## src/apx_pkg.sv

```systemverilog
// Constants for the configurable port channel path: register map,
// field positions, reset values and structural limits.
// Assumes a single 50 MHz system clock and a 32-bit Avalon-MM slave bus.
package apx_pkg;

    // Datapath
    localparam int DATA_W = 32;
    localparam int BURST_W = 2;
    localparam int PAYLOAD_W = DATA_W + BURST_W;
    localparam int FIFO_DEPTH = 8;
    localparam int FIFO_CNT_W = 4;

    // Optional stage slots before and after the buffer
    localparam int PRE_SLOTS = 5;
    localparam int POST_SLOTS = 12;
    localparam int DIE_SLOTS = 3;
    localparam int PAY_SLOTS = 3;
    localparam int SYNC_SLOTS = 8;
    localparam logic [3:0] SYNC_MIN = 4'h2;
    localparam logic [3:0] SYNC_MAX = 4'h8;

    // Register byte offsets
    localparam logic [3:0] OFS_CTRL = 4'h0;
    localparam logic [3:0] OFS_PIPE = 4'h4;
    localparam logic [3:0] OFS_CLK = 4'h8;
    localparam logic [3:0] OFS_STAT = 4'hC;

    // Control register fields
    localparam int CTRL_LITE = 0;
    localparam int CTRL_OUTER = 1;
    localparam int CTRL_INNER = 2;
    localparam int CTRL_HSHK = 3;
    localparam int CTRL_DATA_CH = 4;
    localparam logic [31:0] CTRL_RESET = 32'h0000_000E;

    // Pipeline register fields
    localparam int PIPE_DIE_LSB = 0;
    localparam int PIPE_PAY_LSB = 2;
    localparam int PIPE_SYNC_LSB = 4;
    localparam int PIPE_CMD_DEPTH_LSB = 8;
    localparam int PIPE_DATA_DEPTH_LSB = 12;
    localparam int PIPE_SW_LSB = 16;
    localparam logic [31:0] PIPE_RESET = 32'h0000_6630;

    // Clock relation register fields
    localparam int CLK_SAME = 0;
    localparam int CLK_UP_LSB = 1;
    localparam int CLK_DN_LSB = 6;
    localparam logic [31:0] CLK_RESET = 32'h0000_0043;
    localparam logic [4:0] RATIO_MAX = 5'h10;

    // Status register fields
    localparam int STAT_LITE = 0;
    localparam int STAT_ASYNC = 1;
    localparam int STAT_SW_LSB = 2;
    localparam int STAT_BRAM = 5;
    localparam int STAT_CNT_LSB = 6;
    localparam int STAT_DEPTH_LSB = 10;

    // Depth codes: 0 is no buffer, k names 2**(k-1) entries; the buffer stores at most 8
    localparam logic [3:0] CMD_DEPTH_MAX = 4'h6;
    localparam logic [3:0] DATA_DEPTH_MAX = 4'hD;
    localparam logic [3:0] DEFAULT_DEPTH = 4'h6;
    localparam logic [3:0] BRAM_DEPTH = 4'hA;
    localparam logic [3:0] FULL_DEPTH = 4'h4;

    // Switchboard width codes: 0 automatic, 1..6 for 32..1024 bits
    localparam logic [2:0] SW_AUTO = 3'h0;
    localparam logic [2:0] SW_32 = 3'h1;
    localparam logic [2:0] SW_1024 = 3'h6;

    // Burst and response encodings
    localparam logic [1:0] BURST_WRAP = 2'h2;
    localparam logic [1:0] RESP_DECERR = 2'h3;

endpackage : apx_pkg

```

## src/apx_port_path.sv

```systemverilog
// Functional notes
// - Command and response buffer depth 0,1,2,4,8,16,32; default 32; the buffer stores at most 8.
// - Data buffers take depth 0 or powers of two up to 4096; default 32; the buffer stores at most 8.
// - Data buffers of 512 entries or more count as block memory.
// - Lite-only downstream: low-area mode; buffer, width, slice ignored.
// - Low-area mode refuses incoming WRAP bursts with a DECERR response.
// - Low-area mode fixes the switchboard width at 32 bits.
// - Else switchboard width is 32 to 1024 bits, automatic by default.
// - Low-area mode removes every optional register slice except the synchronizer stages.
// - Optional outer port register slice, present by default.
// - Optional inner entry register slice, present by default.
// - Zero to three die-crossing stages per channel buffer, default zero.
// - Zero to three payload stages after the buffer, default zero.
// - Optional handshake stage after the buffer, present by default.
// - Async crossing: two to eight synchronizer stages, default three.
// - Same source and ratio 1:16 to 16:1 is synchronous, else async.
//
// One channel path: entry skid, optional slices, buffer, optional stages,
// exit register. Assumes configuration changes only while the path is empty.
`timescale 1ns/1ps

module apx_slice #(
    parameter int WIDTH = 8
) (
    // Clock and reset
    input wire logic sys_clk,
    input wire logic rst,
    // Stage enable, bypass when low
    input wire logic en,
    // Upstream
    input wire logic in_valid,
    output logic in_ready,
    input wire logic [WIDTH-1:0] in_data,
    // Downstream
    output logic out_valid,
    input wire logic out_ready,
    output logic [WIDTH-1:0] out_data
);
    logic valid_reg;
    logic [WIDTH-1:0] data_reg;

    assign in_ready = en ? (!valid_reg || out_ready) : out_ready;
    assign out_valid = en ? valid_reg : in_valid;
    assign out_data = en ? data_reg : in_data;

    always_ff @(posedge sys_clk or posedge rst) begin
        if (rst) begin
            valid_reg <= 1'b0;
        end else if (en && (!valid_reg || out_ready)) begin
            valid_reg <= in_valid;
        end
    end

    always_ff @(posedge sys_clk) begin
        if (en && in_valid && (!valid_reg || out_ready)) begin
            data_reg <= in_data;
        end
    end
endmodule : apx_slice

module apx_fifo #(
    parameter int WIDTH = 8,
    parameter int DEPTH = 8
) (
    // Clock and reset
    input wire logic sys_clk,
    input wire logic rst,
    // Occupancy cap
    input wire logic [$clog2(DEPTH+1)-1:0] limit,
    output logic [$clog2(DEPTH+1)-1:0] count,
    // Fill side
    input wire logic in_valid,
    output logic in_ready,
    input wire logic [WIDTH-1:0] in_data,
    // Drain side
    output logic out_valid,
    input wire logic out_ready,
    output logic [WIDTH-1:0] out_data
);
    localparam int AW = $clog2(DEPTH);
    logic [WIDTH-1:0] mem [0:DEPTH-1];
    logic [AW-1:0] wr_ptr_reg;
    logic [AW-1:0] rd_ptr_reg;
    logic [$clog2(DEPTH+1)-1:0] count_reg;
    logic push;
    logic pop;

    assign in_ready = count_reg < limit;
    assign out_valid = count_reg != '0;
    assign out_data = mem[rd_ptr_reg];
    assign count = count_reg;
    assign push = in_valid && in_ready;
    assign pop = out_valid && out_ready;

    always_ff @(posedge sys_clk) begin
        if (push) begin
            mem[wr_ptr_reg] <= in_data;
        end
    end

    always_ff @(posedge sys_clk or posedge rst) begin
        if (rst) begin
            wr_ptr_reg <= '0;
            rd_ptr_reg <= '0;
        end else begin
            if (push) begin
                wr_ptr_reg <= (wr_ptr_reg == AW'(DEPTH-1)) ? '0
                    : wr_ptr_reg + 1'b1;
            end
            if (pop) begin
                rd_ptr_reg <= (rd_ptr_reg == AW'(DEPTH-1)) ? '0
                    : rd_ptr_reg + 1'b1;
            end
        end
    end

    always_ff @(posedge sys_clk or posedge rst) begin
        if (rst) begin
            count_reg <= '0;
        end else if (push && !pop) begin
            count_reg <= count_reg + 1'b1;
        end else if (pop && !push) begin
            count_reg <= count_reg - 1'b1;
        end
    end

    a_fifo_cap: assert property (
        @(posedge sys_clk) disable iff (rst)
        push && !pop |=> count_reg <= limit && count_reg != '0)
        else $error("fifo accepted beyond its depth cap");
endmodule : apx_fifo

module apx_port_path
    import apx_pkg::*;
(
    // Clock and reset
    input wire logic sys_clk,
    input wire logic rst,
    // Avalon-MM register slave
    input wire logic [3:0] avs_address,
    input wire logic avs_read,
    input wire logic avs_write,
    input wire logic [31:0] avs_writedata,
    input wire logic [3:0] avs_byteenable,
    output logic [31:0] avs_readdata,
    output logic avs_waitrequest,
    // Inbound channel from the master side
    input wire logic s_valid,
    output logic s_ready,
    input wire logic [DATA_W-1:0] s_data,
    input wire logic [BURST_W-1:0] s_burst,
    // Outbound channel toward the switchboard
    output logic m_valid,
    input wire logic m_ready,
    output logic [DATA_W-1:0] m_data,
    output logic [BURST_W-1:0] m_burst,
    // Error response for refused bursts
    output logic resp_valid,
    input wire logic resp_ready,
    output logic [1:0] resp_code
);
    logic [31:0] ctrl_reg;
    logic [31:0] pipe_reg;
    logic [31:0] clk_reg;
    logic [31:0] rdata_next;
    logic [31:0] stat_word;
    logic wait_reg;
    logic [31:0] readdata_reg;
    logic lite;
    logic data_ch;
    logic async_mode;
    logic ratio_ok;
    logic [4:0] up_ratio;
    logic [4:0] dn_ratio;
    logic [3:0] sync_raw;
    logic [3:0] sync_n;
    logic [3:0] depth_raw;
    logic [3:0] depth_max;
    logic [3:0] depth_code;
    logic [3:0] fifo_limit;
    logic [3:0] fifo_count;
    logic fifo_bypass;
    logic bram_class;
    logic [2:0] sw_raw;
    logic [2:0] sw_eff;
    logic [PRE_SLOTS-1:0] pre_en;
    logic [POST_SLOTS-1:0] post_en;

    function automatic logic [31:0] merge_be(input logic [31:0] old_v,
            input logic [31:0] new_v, input logic [3:0] be);
        logic [31:0] res;
        res = old_v;
        for (int b = 0; b < 4; b++) begin
            if (be[b]) begin
                res[8*b +: 8] = new_v[8*b +: 8];
            end
        end
        return res;
    endfunction : merge_be

    // Bus answers one cycle after the request is seen
    always_ff @(posedge sys_clk or posedge rst) begin
        if (rst) begin
            wait_reg <= 1'b1;
        end else begin
            wait_reg <= !((avs_read || avs_write) && wait_reg);
        end
    end

    always_ff @(posedge sys_clk or posedge rst) begin
        if (rst) begin
            readdata_reg <= 32'h0000_0000;
        end else if (avs_read && wait_reg) begin
            readdata_reg <= rdata_next;
        end
    end

    always_ff @(posedge sys_clk or posedge rst) begin
        if (rst) begin
            ctrl_reg <= CTRL_RESET;
            pipe_reg <= PIPE_RESET;
            clk_reg <= CLK_RESET;
        end else if (avs_write && !wait_reg) begin
            case (avs_address)
                OFS_CTRL: ctrl_reg <= merge_be(ctrl_reg, avs_writedata,
                    avs_byteenable);
                OFS_PIPE: pipe_reg <= merge_be(pipe_reg, avs_writedata,
                    avs_byteenable);
                OFS_CLK: clk_reg <= merge_be(clk_reg, avs_writedata,
                    avs_byteenable);
                default: ;
            endcase
        end
    end

    always_comb begin
        stat_word = 32'h0000_0000;
        stat_word[STAT_LITE] = lite;
        stat_word[STAT_ASYNC] = async_mode;
        stat_word[STAT_SW_LSB +: 3] = sw_eff;
        stat_word[STAT_BRAM] = bram_class;
        stat_word[STAT_CNT_LSB +: 4] = fifo_count;
        stat_word[STAT_DEPTH_LSB +: 4] = depth_code;
        case (avs_address)
            OFS_CTRL: rdata_next = ctrl_reg;
            OFS_PIPE: rdata_next = pipe_reg;
            OFS_CLK: rdata_next = clk_reg;
            OFS_STAT: rdata_next = stat_word;
            default: rdata_next = 32'h0000_0000;
        endcase
    end

    assign avs_waitrequest = wait_reg;
    assign avs_readdata = readdata_reg;

    assign lite = ctrl_reg[CTRL_LITE];
    assign data_ch = ctrl_reg[CTRL_DATA_CH];

    assign up_ratio = clk_reg[CLK_UP_LSB +: 5];
    assign dn_ratio = clk_reg[CLK_DN_LSB +: 5];
    assign ratio_ok = (up_ratio == 5'h01 && dn_ratio != 5'h00
            && dn_ratio <= RATIO_MAX)
        || (dn_ratio == 5'h01 && up_ratio != 5'h00 && up_ratio <= RATIO_MAX);
    assign async_mode = !(clk_reg[CLK_SAME] && ratio_ok);

    assign sync_raw = pipe_reg[PIPE_SYNC_LSB +: 4];
    assign sync_n = (sync_raw < SYNC_MIN) ? SYNC_MIN
        : ((sync_raw > SYNC_MAX) ? SYNC_MAX : sync_raw);

    assign depth_raw = data_ch ? pipe_reg[PIPE_DATA_DEPTH_LSB +: 4]
        : pipe_reg[PIPE_CMD_DEPTH_LSB +: 4];
    assign depth_max = data_ch ? DATA_DEPTH_MAX : CMD_DEPTH_MAX;
    assign depth_code = lite ? DEFAULT_DEPTH
        : ((depth_raw > depth_max) ? depth_max : depth_raw);
    assign fifo_bypass = depth_code == 4'h0;
    assign fifo_limit = (depth_code >= FULL_DEPTH) ? 4'(FIFO_DEPTH)
        : ((depth_code == 4'h0) ? 4'h0 : 4'(1 << (depth_code - 4'h1)));

    assign bram_class = data_ch && depth_code >= BRAM_DEPTH;

    assign sw_raw = pipe_reg[PIPE_SW_LSB +: 3];
    assign sw_eff = (lite || sw_raw == SW_AUTO || sw_raw > SW_1024)
        ? SW_32 : sw_raw;

    always_comb begin
        pre_en[0] = !lite && ctrl_reg[CTRL_OUTER];
        pre_en[1] = !lite && ctrl_reg[CTRL_INNER];
        for (int i = 0; i < DIE_SLOTS; i++) begin
            pre_en[2+i] = !lite && (2'(i) < pipe_reg[PIPE_DIE_LSB +: 2]);
        end
        for (int i = 0; i < PAY_SLOTS; i++) begin
            post_en[i] = !lite && (2'(i) < pipe_reg[PIPE_PAY_LSB +: 2]);
        end
        post_en[PAY_SLOTS] = !lite && ctrl_reg[CTRL_HSHK];
        for (int i = 0; i < SYNC_SLOTS; i++) begin
            post_en[PAY_SLOTS+1+i] = async_mode && (4'(i) < sync_n);
        end
    end

    // Entry skid buffer keeps s_ready registered
    logic ent_valid_reg;
    logic [PAYLOAD_W-1:0] ent_data_reg;
    logic skid_valid_reg;
    logic [PAYLOAD_W-1:0] skid_data_reg;
    logic s_ready_reg;
    logic ent_take;
    logic is_wrap;
    logic wrap_take;
    logic resp_valid_reg;
    logic [1:0] resp_code_reg;

    // skid holds the beat in flight
    always_ff @(posedge sys_clk or posedge rst) begin
        if (rst) begin
            ent_valid_reg <= 1'b0;
            skid_valid_reg <= 1'b0;
            s_ready_reg <= 1'b1;
        end else if (ent_take || !ent_valid_reg) begin
            ent_valid_reg <= skid_valid_reg || (s_valid && s_ready_reg);
            skid_valid_reg <= 1'b0;
            s_ready_reg <= 1'b1;
        end else if (s_valid && s_ready_reg) begin
            skid_valid_reg <= 1'b1;
            s_ready_reg <= 1'b0;
        end
    end

    always_ff @(posedge sys_clk) begin
        if (ent_take || !ent_valid_reg) begin
            ent_data_reg <= skid_valid_reg ? skid_data_reg
                : {s_burst, s_data};
        end else if (s_valid && s_ready_reg) begin
            skid_data_reg <= {s_burst, s_data};
        end
    end

    assign s_ready = s_ready_reg;

    assign is_wrap = lite && ent_data_reg[DATA_W +: BURST_W] == BURST_WRAP;
    assign wrap_take = ent_valid_reg && is_wrap
        && (!resp_valid_reg || resp_ready);

    always_ff @(posedge sys_clk or posedge rst) begin
        if (rst) begin
            resp_valid_reg <= 1'b0;
            resp_code_reg <= 2'h0;
        end else if (wrap_take) begin
            resp_valid_reg <= 1'b1;
            resp_code_reg <= RESP_DECERR;
        end else if (resp_ready) begin
            resp_valid_reg <= 1'b0;
        end
    end

    assign resp_valid = resp_valid_reg;
    assign resp_code = resp_code_reg;

    // Stage chains around the buffer
    logic pre_v [0:PRE_SLOTS];
    logic pre_r [0:PRE_SLOTS];
    logic [PAYLOAD_W-1:0] pre_d [0:PRE_SLOTS];
    logic post_v [0:POST_SLOTS];
    logic post_r [0:POST_SLOTS];
    logic [PAYLOAD_W-1:0] post_d [0:POST_SLOTS];
    logic fifo_in_ready;
    logic fifo_out_valid;
    logic [PAYLOAD_W-1:0] fifo_out_data;

    assign pre_v[0] = ent_valid_reg && !is_wrap;
    assign pre_d[0] = ent_data_reg;
    assign ent_take = is_wrap ? wrap_take : pre_r[0];

    genvar g;
    generate
        for (g = 0; g < PRE_SLOTS; g++) begin : g_pre
            apx_slice #(.WIDTH(PAYLOAD_W)) u_slice (
                .sys_clk(sys_clk),
                .rst(rst),
                .en(pre_en[g]),
                .in_valid(pre_v[g]),
                .in_ready(pre_r[g]),
                .in_data(pre_d[g]),
                .out_valid(pre_v[g+1]),
                .out_ready(pre_r[g+1]),
                .out_data(pre_d[g+1])
            );
        end
        for (g = 0; g < POST_SLOTS; g++) begin : g_post
            apx_slice #(.WIDTH(PAYLOAD_W)) u_slice (
                .sys_clk(sys_clk),
                .rst(rst),
                .en(post_en[g]),
                .in_valid(post_v[g]),
                .in_ready(post_r[g]),
                .in_data(post_d[g]),
                .out_valid(post_v[g+1]),
                .out_ready(post_r[g+1]),
                .out_data(post_d[g+1])
            );
        end
    endgenerate

    // Depth code zero means no buffer at all
    assign pre_r[PRE_SLOTS] = fifo_bypass ? post_r[0] : fifo_in_ready;
    assign post_v[0] = fifo_bypass ? pre_v[PRE_SLOTS] : fifo_out_valid;
    assign post_d[0] = fifo_bypass ? pre_d[PRE_SLOTS] : fifo_out_data;

    apx_fifo #(.WIDTH(PAYLOAD_W), .DEPTH(FIFO_DEPTH)) u_fifo (
        .sys_clk(sys_clk),
        .rst(rst),
        .limit(fifo_limit),
        .count(fifo_count),
        .in_valid(pre_v[PRE_SLOTS] && !fifo_bypass),
        .in_ready(fifo_in_ready),
        .in_data(pre_d[PRE_SLOTS]),
        .out_valid(fifo_out_valid),
        .out_ready(post_r[0] && !fifo_bypass),
        .out_data(fifo_out_data)
    );

    // Exit register
    logic m_valid_reg;
    logic [PAYLOAD_W-1:0] m_data_reg;

    assign post_r[POST_SLOTS] = !m_valid_reg || m_ready;

    always_ff @(posedge sys_clk or posedge rst) begin
        if (rst) begin
            m_valid_reg <= 1'b0;
        end else if (!m_valid_reg || m_ready) begin
            m_valid_reg <= post_v[POST_SLOTS];
        end
    end

    always_ff @(posedge sys_clk) begin
        if (post_v[POST_SLOTS] && (!m_valid_reg || m_ready)) begin
            m_data_reg <= post_d[POST_SLOTS];
        end
    end

    assign m_valid = m_valid_reg;
    assign m_data = m_data_reg[DATA_W-1:0];
    assign m_burst = m_data_reg[DATA_W +: BURST_W];

    // Checks
    a_bus_answer: assert property (
        @(posedge sys_clk) disable iff (rst)
        (avs_read || avs_write) && wait_reg |=> !wait_reg ##1 wait_reg)
        else $error("bus answer not exactly one cycle after request");

    a_wrap_decerr: assert property (
        @(posedge sys_clk) disable iff (rst)
        wrap_take |=> resp_valid_reg && resp_code_reg == RESP_DECERR)
        else $error("wrap burst not answered with decerr");

    a_wrap_blocked: assert property (
        @(posedge sys_clk) disable iff (rst)
        lite && pre_v[0] |-> pre_d[0][DATA_W +: BURST_W] != BURST_WRAP)
        else $error("wrap burst forwarded in low-area mode");

    a_lite_slices: assert property (
        @(posedge sys_clk) disable iff (rst)
        lite |-> pre_en == '0 && post_en[PAY_SLOTS:0] == '0)
        else $error("optional slice active in low-area mode");

    a_lite_width: assert property (
        @(posedge sys_clk) disable iff (rst)
        lite |-> stat_word[STAT_SW_LSB +: 3] == SW_32)
        else $error("switchboard width not 32 in low-area mode");

    a_lite_depth: assert property (
        @(posedge sys_clk) disable iff (rst)
        lite |-> fifo_limit == 4'(FIFO_DEPTH) && !bram_class)
        else $error("buffer setting honoured in low-area mode");

    a_sync_count: assert property (
        @(posedge sys_clk) disable iff (rst)
        async_mode |-> $countones(post_en[POST_SLOTS-1:PAY_SLOTS+1]) >= 2
            && $countones(post_en[POST_SLOTS-1:PAY_SLOTS+1]) <= 8)
        else $error("synchronizer depth outside two to eight");

    a_sync_mode: assert property (
        @(posedge sys_clk) disable iff (rst)
        clk_reg[CLK_SAME] && up_ratio == 5'h01 && dn_ratio == 5'h10
        |-> !async_mode && post_en[POST_SLOTS-1:PAY_SLOTS+1] == '0)
        else $error("synchronous relation handled as asynchronous");

    a_exit_hold: assert property (
        @(posedge sys_clk) disable iff (rst)
        m_valid_reg && !m_ready |=> m_valid_reg && $stable(m_data_reg))
        else $error("exit beat dropped or changed under back-pressure");

    a_skid_full: assert property (
        @(posedge sys_clk) disable iff (rst)
        !s_ready_reg |-> skid_valid_reg && ent_valid_reg)
        else $error("entry stalled with room to spare");
endmodule : apx_port_path

```

## config.mk

```make
export PLATFORM = sky130hd
export DESIGN_NAME = apx_port_path
export DESIGN_NICKNAME = d
export VERILOG_FILES = /design/src/apx_pkg.sv /design/src/apx_port_path.sv
export SDC_FILE = /design/constraint.sdc
export NUM_CORES = 2
export LEC_CHECK = 0
export ABC_AREA = 1
export BUFFER_PORTS_ARGS = -buffer_cell sky130_fd_sc_hd__clkbuf_2
export CAP_MARGIN = 20
export CELL_PAD_IN_SITES_DETAIL_PLACEMENT = 0
export CELL_PAD_IN_SITES_GLOBAL_PLACEMENT = 1
export CORE_ASPECT_RATIO = 0.7
export CORE_MARGIN = 3
export CORE_UTILIZATION = 45
export CTS_CLUSTER_DIAMETER = 60
export DETAILED_ROUTE_END_ITERATION = 10
export PLACE_DENSITY_LB_ADDON = 0.1
export SKIP_LAST_GASP = 1
export SLEW_MARGIN = 5
export SYNTH_ARGS = -nofsm -noshare
export SYNTH_HDL_FRONTEND = slang
export SYNTH_SLANG_ARGS = --single-unit
```

## constraint.sdc

```tcl
create_clock -name sys_clk -period 7.3 [get_ports sys_clk]
set_input_delay 1.825 -clock sys_clk [delete_from_list [all_inputs] [get_ports sys_clk]]
set_output_delay 1.825 -clock sys_clk [all_outputs]
set_load 0.02 [all_outputs]
```

==> impl_metrics.csv <==
group,metric,value,unit
route,wl_met1,57400,um
route,dr_wl_met2,45100,um
route,drt_iter0_markers,2106,
clock_network,post_cts_resize_count,0,
route,routed-wl-met3,4490,um
worst_setup_path,reg2reg_depth,38,
synthesis,ys_ff_latch,1114,
sta,maxSlewHeadroom,32.1,%
clock_network,clock-sinks,1114,
worst_setup_path,required,7.63,ns
clock_network,cts_hold_buffers,0,
pwr,irDropWorstVdd,0.000222,V
synthesis,synth-compound-area-share,8.99,%
grt,grt.overflow.total,0,
floorplanning,initial_utilization,45.8,%
worst_setup_path,critical_path.max_fanout,37,
sta,max_freq,0.174,GHz
worst_setup_path,crit_arrival,6.10,ns
route,detail-route-antenna-nets,0,
sta,period_minus_slack,5.76,ns
final_layout,fillers,10100,
synthesis,synth_xor_area_share,0.0513,%
worst_setup_path,crit_path_start_kind,"flip-flop",
sta,drv_slew,0,
sta,worst_pin_slew,1.02,ns
clock_network,clk_path_buf_depth,3,
place,placed_area,0.0530,mm^2
synthesis,synth_top_family_by_area,"simple AND/OR/NAND/NOR gates",
clock_network,cts_buffers,111,
grt,grt_use_total,18.6,%
route,dr.pass1.iters,5,
floorplanning,ios,153,
synthesis,ys_async_sr_fraction,14.5,%
grt,grt_pass1_vias,30500,
synthesis,yosys.area_share.simple,21.6,%
place,hpwl,69400,um
synthesis,synth_area_per_cell,12.0,um^2
final_layout,final_nets,4507,
route,drc,0,
synthesis,synth.area.mux_share,0.767,%
synthesis,synth_warnings,0,
final_layout,regArea,0.0327,mm^2
grt,grt_pass1_wl,175000,um
place,place_congestion,0.766,
floorplanning,coreArea,0.112,mm^2
clock_network,ctsHtreeMaxLevel,3,
route,viasPerCell,5.06,
worst_hold_path,worstHoldPathCells,0,
clock_network,cts_setup_buffers,0,
outcome,status,"completed",
sta,fin_crit_sh,79.0,%
pwr,p_leak,21.6,nW
clock_network,cts_root_buffer,"clkbuf_16",
route,highest_layer,"met4",
floorplanning,die_w,409,um
synthesis,syn_area,0.0513,mm^2
worst_setup_path,critical_path_class,"reg -> reg",
sta,hold_viol,0,
flow_run,maxCapViolations,0,
place,io_buffer_count,152,
synthesis,synth_flop_cell,"edfxtp_1",
synthesis,netlist_instances,4275,
clock_network,cts_tree,"yes",
sta,rsz0062_at_grt,"false",
synthesis,synth_adder_area_share,0.381,%
synthesis,synth_fp_nets,4371,
final_layout,drive_above_1_share,29.0,%
final_layout,multi_input_area,0.0164,mm^2
grt,grt_max_degree,84,
final_layout,largest_register_ffs,408,
worst_setup_path,cp-end-kind,"flip-flop",
worst_setup_path,cp_slowest_cell,"buf_4",
synthesis,synth_edf_count,952,
pwr,power.density,408,mW/mm^2
clock_network,clock_latency,0.70,ns
route,totalWireLength,109000,um
sta,fin_tns_setup,0,ns
worst_hold_path,hp-class,"reg -> reg",
grt,antenna_found_initial,0,
synthesis,synth-seq-area-share,63.7,%
sta,setup_viol,0,
floorplanning,die_y,288,um
final_layout,area_growth,10.4,%
final_layout,final_cell_area,0.0566,mm^2
floorplanning,row_count,102,
final_layout,antennaDiodeCount,0,
clock_network,clk_pin_slew,0.06,ns
worst_setup_path,slowest_delay,0.67,ns
worst_setup_path,cpMostUsedCell,"nand2_1",
route,num_vias,30400,
sta,clock_skew,0.0230,ns
floorplanning,die-area,0.118,mm^2
synthesis,yosysUniqueCellTypes,68,
route,route.detailed.wl_per_inst,18.1,um
## routing by layer
metal	vias to the layer above	global-route usage (%)
met2	545	26.9
met5	-	0
met3	134	2.63
met4	0	4.13
met1	14700	29.5
li1	15000	-
## cell usage after synthesis, types with 5 or more instances
| master | n | share of area, % |
|---|---|---|
| nand2_4 | 41 | 0.90 |
| buf_6 | 21 | 0.46 |
| clkbuf_1 | 99 | 0.73 |
| nand2_2 | 393 | 4.8 |
| and2_1 | 64 | 0.78 |
| a31oi_2 | 11 | 0.27 |
| a221oi_1 | 7 | 0.12 |
| edfxtp_1 | 952 | 56 |
| nand3_2 | 133 | 2.6 |
| o221ai_1 | 69 | 1.2 |
| clkinv_1 | 8 | 0.059 |
| nor2_2 | 11 | 0.13 |
| nand2_1 | 990 | 7.3 |
| o22ai_1 | 5 | 0.061 |
| nor2_4 | 7 | 0.15 |
| inv_2 | 39 | 0.29 |
| a21oi_1 | 42 | 0.41 |
| nor3_1 | 7 | 0.068 |
| nand3_1 | 100 | 0.98 |
| clkbuf_8 | 39 | 1.0 |
| mux2_2 | 34 | 0.75 |
| a31oi_4 | 92 | 3.8 |
| buf_2 | 10 | 0.098 |
| dfstp_2 | 14 | 0.72 |
| or2_2 | 104 | 1.3 |
| inv_1 | 143 | 1.0 |
| nand4_1 | 6 | 0.073 |
| buf_4 | 12 | 0.18 |
| dfrtp_1 | 148 | 7.2 |
| dlygate4sd3_1 | 8 | 0.16 |
| o21ai_0 | 274 | 2.7 |
| nor2_1 | 316 | 2.3 |
| ha_1 | 14 | 0.34 |
## worst max-delay path, delay by kind of cell (launching register included)
family	cells	cell delay, ns
compound gates	3	0.36
fa+ha+maj	2	0.44
buf+inv	5	1.48
flops	1	0.56
simple gates	28	2.50
## power by group
part	internal (W)	switching, W	total (W)	leakage, nW
combinational	0.00248	0.00524	0.00773	9.10
sequential	0.00936	0.000456	0.00982	10.8
clock	0.00310	0.00245	0.00555	1.70
## metrics by stage
stage	worst slack [ns]	hold WS, ns	utilization [%]	instances	total power, W
after floorplan	1.12	0.426	-	4275	0.0157
after global routing	0.740	0.493	50.6	6013	0.0246
after CTS	1.53	0.475	50.6	6008	0.0234
final	1.54	0.466	50.6	6013	0.0231
after global placement	1.51	0.434	47.4	5801	0.0177
after detailed placement	1.52	0.460	47.4	5801	0.0178
## cells in the final DEF (no fill, tap or decap), drive strengths merged
cell type and count:
a211o 1, a211oi 1, a21boi 1, a21oi 45, a221oi 7, a22o 3, a31oi 106, and2 68
buf 72, bufinv 6, clkbuf 301, clkinv 51, clkinvlp 5, dfrtp 148, dfstp 14, edfxtp 952
fa 1, ha 14, inv 194, mux2 34, mux2i 1, nand2 1425, nand3 233, nand3b 1
nand4 6, nor2 335, nor3 8, nor4 1, o2111ai 3, o211ai 2, o21ai 279, o21bai 2
o221ai 69, o22ai 5, o311ai 1, or2 107, xnor2 2, xor2 1
## area by class of cell
type | count | area share, %
Timing Repair Buffer | 224 | 2.36
Multi-Input combinational cell | 2762 | 29.0
Tap cell | 1508 | 3.33
Inverter | 198 | 1.42
Clock buffer | 149 | 5.36
Clock inverter | 58 | 0.840
Sequential cell | 1114 | 57.7
## cells by family after synthesis
logic type / count (synthesis)
DFF: 1114
buffers and inverters: 399
AOI/OAI and AO/OA: 525
xor gates and xnor gates: 3
adders and majority gates: 15
muxes: 35
and+or+nand+nor: 2184
## final timing paths
check | from | end | slack (ns)
worst max-delay path | ctrl_reg[4] | m_data_reg[21] | 1.54
worst min-delay path | ent_data_reg[1] | g_pre[0].u_slice.data_reg[1] | 0.47
worst max register to register | ctrl_reg[4] | m_data_reg[21] | 1.54
worst min register to register | ent_data_reg[1] | g_pre[0].u_slice.data_reg[1] | 0.47
max in group asynchronous | rst | ctrl_reg[21] | 4.97
min in group asynchronous | rst | skid_valid_reg | 1.07
Power figures use the tool's default switching activity.
